`config.mk`:
```
export PLATFORM = sky130hd
export DESIGN_NAME = itpe_top
export DESIGN_NICKNAME = d
export VERILOG_FILES = /design/src/itpe_pkg.sv /design/src/itpe_top.sv
export SDC_FILE = /design/constraint.sdc
export NUM_CORES = 1
export LEC_CHECK = 0
export BUFFER_PORTS_ARGS = -buffer_cell sky130_fd_sc_hd__buf_2
export CORE_ASPECT_RATIO = 1.25
export CORE_MARGIN = 2
export CORE_UTILIZATION = 38
export DETAILED_ROUTE_END_ITERATION = 10
export PLACE_DENSITY = 0.59
export SETUP_SLACK_MARGIN = 0.02
export SLEW_MARGIN = 15
export SYNTH_ARGS = -nofsm -noshare
export SYNTH_HDL_FRONTEND = slang
export SYNTH_SLANG_ARGS = --single-unit
```
`constraint.sdc`:
```
create_clock -name CLK -period 1.8 [get_ports CLK]
set_input_delay 0.09 -clock CLK [delete_from_list [all_inputs] [get_ports CLK]]
set_output_delay 0.09 -clock CLK [all_outputs]
set_load 0.03 [all_outputs]
```
`src/itpe_pkg.sv`:
```
// ------------------------------------------------------------
// Shared constants for the interval timer and pin edge block
// ------------------------------------------------------------
package itpe_pkg;
  // Bus geometry, pin count and compare width
  localparam int ADDR_W = 8;
  localparam int DATA_W = 32;
  localparam int NUM_PINS = 8;
  localparam int CMP_W = 12;
  // Register byte offsets, one aligned word each
  localparam logic [7:0] OFS_RISE_EN = 8'h00;
  localparam logic [7:0] OFS_FALL_EN = 8'h04;
  localparam logic [7:0] OFS_PCLK_EN = 8'h08;
  localparam logic [7:0] OFS_FLAGS_HI = 8'h0C;
  localparam logic [7:0] OFS_MASKS_HI = 8'h10;
  localparam logic [7:0] OFS_TMR_CTRL = 8'h14;
  localparam logic [7:0] OFS_FLAGS_LO = 8'h18;
  localparam logic [7:0] OFS_MASKS_LO = 8'h1C;
  localparam logic [7:0] OFS_OSC_SEL = 8'h20;
  localparam logic [7:0] OFS_COUNT = 8'h24;
  // Field positions
  localparam int BIT_CLK_SUPPLY = 7;
  localparam int BIT_TIMER_IRQ = 1;
  localparam int BIT_PIN0_IRQ = 2;
  localparam int BIT_OSC_SEL = 4;
  // Writable bits of the clock enable register
  localparam logic [7:0] PCLK_EN_MASK = 8'hA1;
  // Values after reset
  localparam logic [7:0] RST_EDGE = 8'h00;
  localparam logic [7:0] RST_PCLK_EN = 8'h00;
  localparam logic [7:0] RST_FLAGS = 8'h00;
  localparam logic [7:0] RST_MASKS = 8'hFF;
  localparam logic [15:0] RST_TMR_CTRL = 16'h0FFF;
  localparam logic [7:0] RST_OSC_SEL = 8'h00;
  // Timer control word layout
  typedef struct packed {
    logic run;
    logic [2:0] rsvd;
    logic [11:0] cmp;
  } itpe_tmr_ctrl_t;
endpackage : itpe_pkg

```
`src/itpe_top.sv`:
```
// The APB interface to the registers and the register offsets are this design's own decisions.
`timescale 1ns/1ps
`default_nettype none
// Notes on behaviour
// - Rise/fall enable pair picks detected edges
// - Rise and fall enable registers, bit per pin
// - Clock supply bit 7 gates timer clock
// - Flag reads one while request pending
// - Mask zero allows, one blocks servicing
// - Timer flag and mask at bit 1
// - Pin zero flag and mask at bit 2
// - Run bit 15 counts; clear stops, zeroes
// - Period is compare plus one; never zero
// - Osc select one picks low-speed oscillator
module itpe_top (
  input wire logic CLK,
  input wire logic ARST_N,
  input wire logic PSEL,
  input wire logic PENABLE,
  input wire logic PWRITE,
  input wire logic [itpe_pkg::ADDR_W-1:0] PADDR,
  input wire logic [itpe_pkg::DATA_W-1:0] PWDATA,
  output logic [itpe_pkg::DATA_W-1:0] PRDATA,
  output logic PREADY,
  output logic PSLVERR,
  input wire logic LOSC_CLK_IN,
  input wire logic [itpe_pkg::NUM_PINS-1:0] EXT_IRQ_PIN,
  output logic [itpe_pkg::NUM_PINS-1:0] PIN_EDGE,
  output logic TIMER_TICK,
  output logic TIMER_IRQ,
  output logic PIN0_IRQ
);
  import itpe_pkg::*;

  // ----------------------------------------------------------
  // Input synchronisers
  // ----------------------------------------------------------
  logic osc_s1, osc_s2, osc_s3; // Oscillator level chain
  logic [NUM_PINS-1:0] pin_s1, pin_s2, pin_s3; // Pin chains

  // Two flops before use; third flop only for edge compare
  always_ff @(posedge CLK or negedge ARST_N) begin
    if (!ARST_N) begin
      osc_s1 <= 1'b0;
      osc_s2 <= 1'b0;
      osc_s3 <= 1'b0;
      pin_s1 <= '0;
      pin_s2 <= '0;
      pin_s3 <= '0;
    end else begin
      osc_s1 <= LOSC_CLK_IN;
      osc_s2 <= osc_s1;
      osc_s3 <= osc_s2;
      pin_s1 <= EXT_IRQ_PIN;
      pin_s2 <= pin_s1;
      pin_s3 <= pin_s2;
    end
  end

  // ----------------------------------------------------------
  // Register state
  // ----------------------------------------------------------
  logic [7:0] rise_en, fall_en, pclk_en, osc_sel; // Config
  logic [7:0] if_hi, mk_hi, if_lo, mk_lo; // Flags, masks
  itpe_tmr_ctrl_t tmr_ctrl; // Timer control word
  logic [CMP_W-1:0] count; // Timer count
  logic [7:0] next_rise_en, next_fall_en, next_pclk_en;
  logic [7:0] next_osc_sel, next_if_hi, next_mk_hi;
  logic [7:0] next_if_lo, next_mk_lo;
  itpe_tmr_ctrl_t next_tmr_ctrl;
  logic [CMP_W-1:0] next_count;
  logic [NUM_PINS-1:0] edge_hit; // Qualified edges this cycle
  logic osc_tick; // One count clock period has passed
  logic match; // Count meets compare on a tick
  logic wr_en, rd_en; // Write strobe in access phase, read strobe in setup phase
  logic addr_ok; // Address hits a register
  logic [DATA_W-1:0] rd_word; // Read mux result
  logic [DATA_W-1:0] next_prdata;
  logic next_pready, next_pslverr;
  logic [NUM_PINS-1:0] next_pin_edge;
  logic next_tick, next_timer_irq, next_pin0_irq;

  // ----------------------------------------------------------
  // Edge detection per pin
  // ----------------------------------------------------------
  genvar gi;
  generate
    for (gi = 0; gi < NUM_PINS; gi++) begin : g_pin
      // 00 off, 01 fall, 10 rise, 11 both
      assign edge_hit[gi] =
        (rise_en[gi] & pin_s2[gi] & ~pin_s3[gi]) |
        (fall_en[gi] & ~pin_s2[gi] & pin_s3[gi]);
    end
  endgenerate

  // ----------------------------------------------------------
  // Bus decode
  // ----------------------------------------------------------
  // Write strobe only in the access phase we answered; read strobe in the setup phase
  assign wr_en = PSEL & PENABLE & PREADY & PWRITE;
  assign rd_en = PSEL & ~PENABLE & ~PWRITE;

  // Read mux; reserved and unmapped bits read zero
  always_comb begin
    rd_word = '0;
    addr_ok = 1'b1;
    case (PADDR)
      OFS_RISE_EN: rd_word[7:0] = rise_en;
      OFS_FALL_EN: rd_word[7:0] = fall_en;
      OFS_PCLK_EN: rd_word[7:0] = pclk_en;
      OFS_FLAGS_HI: rd_word[7:0] = if_hi;
      OFS_MASKS_HI: rd_word[7:0] = mk_hi;
      OFS_TMR_CTRL: rd_word[15:0] = tmr_ctrl;
      OFS_FLAGS_LO: rd_word[7:0] = if_lo;
      OFS_MASKS_LO: rd_word[7:0] = mk_lo;
      OFS_OSC_SEL: rd_word[7:0] = osc_sel;
      OFS_COUNT: rd_word[CMP_W-1:0] = count;
      default: addr_ok = 1'b0;
    endcase
  end

  // ----------------------------------------------------------
  // Register next values
  // ----------------------------------------------------------
  always_comb begin
    next_rise_en = rise_en;
    next_fall_en = fall_en;
    next_pclk_en = pclk_en;
    next_osc_sel = osc_sel;
    next_mk_hi = mk_hi;
    next_mk_lo = mk_lo;
    next_tmr_ctrl = tmr_ctrl;
    next_if_hi = if_hi;
    next_if_lo = if_lo;
    if (wr_en) begin
      case (PADDR)
        OFS_RISE_EN: next_rise_en = PWDATA[7:0];
        OFS_FALL_EN: next_fall_en = PWDATA[7:0];
        OFS_PCLK_EN: next_pclk_en = PWDATA[7:0] & PCLK_EN_MASK;
        OFS_FLAGS_HI: next_if_hi = PWDATA[7:0];
        OFS_MASKS_HI: next_mk_hi = PWDATA[7:0];
        OFS_TMR_CTRL: begin
          // Reserved bits 14..12 hold zero
          next_tmr_ctrl = PWDATA[15:0];
          next_tmr_ctrl.rsvd = 3'b000;
        end
        OFS_FLAGS_LO: next_if_lo = PWDATA[7:0];
        OFS_MASKS_LO: next_mk_lo = PWDATA[7:0];
        OFS_OSC_SEL: next_osc_sel = PWDATA[7:0] & 8'h10;
        default: next_osc_sel = osc_sel;
      endcase
    end
    // Hardware sets win over a same-cycle software clear
    next_if_hi[BIT_TIMER_IRQ] = next_if_hi[BIT_TIMER_IRQ] | match;
    // Pins 0..5 report at bits 2..7 of the low flag register
    next_if_lo[7:2] = next_if_lo[7:2] | edge_hit[5:0];
  end

  // ----------------------------------------------------------
  // Interval timer
  // ----------------------------------------------------------
  // Tick needs supply gate and oscillator select
  assign osc_tick = pclk_en[BIT_CLK_SUPPLY] & osc_sel[BIT_OSC_SEL] &
                    osc_s2 & ~osc_s3;
  // Compare zero is not blocked, so with compare zero a match at
  // count zero happens on every tick, the first one included
  assign match = tmr_ctrl.run & osc_tick & (count == tmr_ctrl.cmp);

  // Count, restart on match, clear when stopped
  always_comb begin
    next_count = count;
    if (!tmr_ctrl.run) begin
      next_count = '0;
    end else if (match) begin
      next_count = '0;
    end else if (osc_tick) begin
      next_count = count + 1'b1;
    end
  end

  // ----------------------------------------------------------
  // Output next values
  // ----------------------------------------------------------
  always_comb begin
    // Zero-wait answer in the first access cycle
    next_pready = PSEL & ~PENABLE;
    next_pslverr = PSEL & ~PENABLE & ~addr_ok;
    next_prdata = rd_en ? rd_word : '0;
    next_pin_edge = edge_hit;
    next_tick = match;
    // Mask zero lets the pending request through
    next_timer_irq = next_if_hi[BIT_TIMER_IRQ] &
                     ~next_mk_hi[BIT_TIMER_IRQ];
    next_pin0_irq = next_if_lo[BIT_PIN0_IRQ] &
                    ~next_mk_lo[BIT_PIN0_IRQ];
  end

  // ----------------------------------------------------------
  // State registers
  // ----------------------------------------------------------
  always_ff @(posedge CLK or negedge ARST_N) begin
    if (!ARST_N) begin
      rise_en <= RST_EDGE;
      fall_en <= RST_EDGE;
      pclk_en <= RST_PCLK_EN;
      osc_sel <= RST_OSC_SEL;
      if_hi <= RST_FLAGS;
      mk_hi <= RST_MASKS;
      if_lo <= RST_FLAGS;
      mk_lo <= RST_MASKS;
      tmr_ctrl <= RST_TMR_CTRL;
      count <= '0;
      PRDATA <= '0;
      PREADY <= 1'b0;
      PSLVERR <= 1'b0;
      PIN_EDGE <= '0;
      TIMER_TICK <= 1'b0;
      TIMER_IRQ <= 1'b0;
      PIN0_IRQ <= 1'b0;
    end else begin
      rise_en <= next_rise_en;
      fall_en <= next_fall_en;
      pclk_en <= next_pclk_en;
      osc_sel <= next_osc_sel;
      if_hi <= next_if_hi;
      mk_hi <= next_mk_hi;
      if_lo <= next_if_lo;
      mk_lo <= next_mk_lo;
      tmr_ctrl <= next_tmr_ctrl;
      count <= next_count;
      PRDATA <= next_prdata;
      PREADY <= next_pready;
      PSLVERR <= next_pslverr;
      PIN_EDGE <= next_pin_edge;
      TIMER_TICK <= next_tick;
      TIMER_IRQ <= next_timer_irq;
      PIN0_IRQ <= next_pin0_irq;
    end
  end
endmodule : itpe_top
`default_nettype wire

```
==> impl_metrics.tcl <==
set metrics [dict create \
    top_regs "PRDATA (13), tmr_ctrl (13), count (12)" \
    synth_compound_area_share_pct 8.905 \
    p_switching_mw 1.583 \
    nFillCells 1289 \
    dieArea_mm2 0.01632 \
    cp-start-kind "flip-flop" \
    grt_usage_pct 20.20 \
    synthMuxAreaShare_pct 13.79 \
    crit_buf_inv 1 \
    drv_cap 0 \
    netlist_instances 480 \
    syn2layout_area_growth_pct 32.61 \
    gp_congestion 0.9066 \
    n_antenna_cell 0 \
    crit_required_ps 2120 \
    drt_first_iter_violations 252 \
    numPortBuffers 60 \
    clock_path_buffers 2 \
    die_width_um 114.7 \
    holdWs_ps 10.04 \
    synth.most_common_cell "dfrtp_1" \
    worstPathArrival_ps 2090 \
    dp_hpwl_mm 11.21 \
    seq_area_frac_synth_pct 56.53 \
    ir_drop_mv 0.6082 \
    start_util_pct 38.90 \
    grt-ovfl-total 0 \
    fin_crit_ps 1773 \
    timing.fmax_mhz 564.0 \
    synth_fa_ha_area_share_pct 0.2151 \
    cts_max_level 4 \
    clkTransAtPathRegs_ps 60 \
    cp_top_family "flip-flops" \
    nets 678 \
    synth_top_family_by_area "simple AND/OR/NAND/NOR gates" \
    drive_above_1_share_pct 43.08 \
    tns_ps 0 \
    syn_area_mm2 0.005817 \
    grt_max_degree 50 \
    synthArstFlopShare_pct 100.0 \
    vias 4407 \
    pwr-share-comb_pct 5.7 \
    drc_errors 0 \
    fin_crit_sh_pct 98.51 \
    worstPathCellList "xor2_2, nor4_4, a31oi_4, buf_6, a22o_1" \
    yosysUniqueCellTypes 55 \
    via_per_inst 5.388 \
    synth_ff_type "dfrtp_1" \
    hold_violations 0 \
    ant_nets 0 \
    grt_setup_unrepaired "true" \
    synth-edff-count 0 \
    grt_pass1_vias 4513 \
    setup-violations-final 0 \
    internal_power_mw 5.659 \
    rows 50 \
    die_h_um 142.3 \
    synthTopCellsByCount "dfrtp_1 (102), mux2_2 (63), nand2_1 (39), dfstp_2 (28), nand3_1 (27)" \
    clk_latency_ps 430 \
    yosys-top-cells-area "dfrtp_1 (44%), dfstp_2 (13%), mux2_2 (12%)" \
    cts.sinks 130 \
    grt_pass1_wl_mm 24.51 \
    min_path_type "input port to flip-flop" \
    critPathCaptureType "flip-flop" \
    synth_xor_area_share_pct 2.108 \
    pwr-share-clk_pct 52.8 \
    ios 99 \
    pwr-share-seq_pct 41.4 \
    numCtsBuffers 17 \
    cp_slowest_cell "dfstp_2" \
    cellPowerDensity_mw_per_mm2 938.9 \
    synth_seq_cells 130 \
    status "finished, final reports clean" \
    cts_tree "yes" \
    seqCellArea_mm2 0.003288 \
    criticalPathCategory "flip-flop to flip-flop" \
    synth_top_cell_area_share_pct 43.88 \
    skew_ps 18.75 \
    slowest_delay_ps 580 \
    ys.warnings.count 0 \
    p_leak_nw 3.614 \
    coreArea_mm2 0.01495 \
    worst-path-max-fanout 7 \
    fin_util_pct 51.59 \
    slew_violations 0 \
    wl_mm 15.88 \
    swShare_pct 21.86 \
    multiInputGateArea_mm2 0.002445 \
    cts-root-buf "clkbuf_16" \
    avgSynthCellArea_um2 12.12 \
    synthSimpleGateAreaFrac_pct 13.96 \
    first_pass_iters 5 \
    synth_top_cell_by_area "dfrtp_1" \
    antenna_found_initial 0 \
    post_drt_wl_per_cell_um 19.41 \
]
-- power by group through the flow --
stage	combinational, mW	sequential, mW	clock (mW)
after floorplan	0.189	3.05	0
after global placement	0.373	3.05	0
after detailed placement	0.378	3.05	0
after CTS	0.411	3.00	3.89
after global routing	0.450	3.01	4.03
final	0.415	3.00	3.83
-- worst reg2reg max path, cell delays in order (launching register included) --
cell     delay [ps]
dfstp_2         580
xor2_2          100
nor4_4          400
a31oi_4         170
buf_6           180
a22o_1          230
-- cell usage in the layout (no fill, tap or decap), drive strengths merged, types with 24 or more instances in the layout --
cell type | netlist | layout
buf | 27 | 125
nand3 | 27 | 27
dfstp | 28 | 28
mux2 | 63 | 63
nand2 | 39 | 39
nor2 | 24 | 24
dfrtp | 102 | 102
-- per-stage QoR --
stage / area (µm²) / total power [mW] / cells / setup WS, ps
finish: 7714 / 7.242 / 818 / 26.81
global route: 7714 / 7.482 / 818 / -28.16
CTS: 7585 / 7.300 / 816 / -24.97
detailed placement: 6735 / 3.430 / 765 / -26.69
global placement: 6735 / 3.422 / 765 / -22.34
floorplan: 5891 / 3.242 / 498 / 33.90
-- final cells by class --
type	instances	area share [%]
Multi-Input combinational cell	324	31.69
Clock inverter	13	2.676
Tap cell	182	2.952
Timing Repair Buffer	144	13.88
Inverter	6	0.2920
Sequential cell	130	42.63
Clock buffer	19	5.872
-- metal layers --
layer	share of wire [%]	vias to the layer above	global-route usage [%]
met5	0	-	0
met4	3.7	0	10.46
met3	4.0	37	4.387
met2	50	159	33.32
met1	43	2229	24.76
li1	-	1982	-
-- logic make-up (layout without fill, tap and decap cells) --
| family | after synthesis | count (layout) |
|---|---|---|
| AND/OR/NAND/NOR | 143 | 143 |
| AO/OA/AOI/OAI | 76 | 76 |
| multiplexers | 71 | 71 |
| flip-flops | 130 | 130 |
| other | 1 | 19 |
| adder cells (fa/ha/maj) | 1 | 1 |
| XOR/XNOR | 14 | 14 |
| buffers and inverters | 44 | 182 |
-- path summary, 6_finish.rpt --
path                                         start  depth (start not counted)  slack [ps]                       to
max in group asynchronous                   ARST_N                          3        1020  tmr_ctrl[5]$_DFFE_PN1P_
max reg2reg                tmr_ctrl[7]$_DFFE_PN1P_                          5          30     count[1]$_DFFE_PN0P_
min                                      PWDATA[1]                          2          10   rise_en[1]$_DFFE_PN0P_
min reg2reg                    pin_s1[3]$_DFF_PN0_                          0         350      pin_s2[3]$_DFF_PN0_
max                        tmr_ctrl[7]$_DFFE_PN1P_                          5          30     count[1]$_DFFE_PN0P_
min in group asynchronous                   ARST_N                          2         150      pin_s3[6]$_DFF_PN0_
-- what timing repair did --
action / CTS / global route
pin swaps: 0 / 5
hold buffers: 19 / 0
setup endpoints to repair: 8 / 27
gates cloned: 0 / 1
setup buffers: 0 / 1
resized for setup: 1 / 29
hold endpoints to repair: 125 / 0
Note: power is estimated with default switching activity, not from simulation.
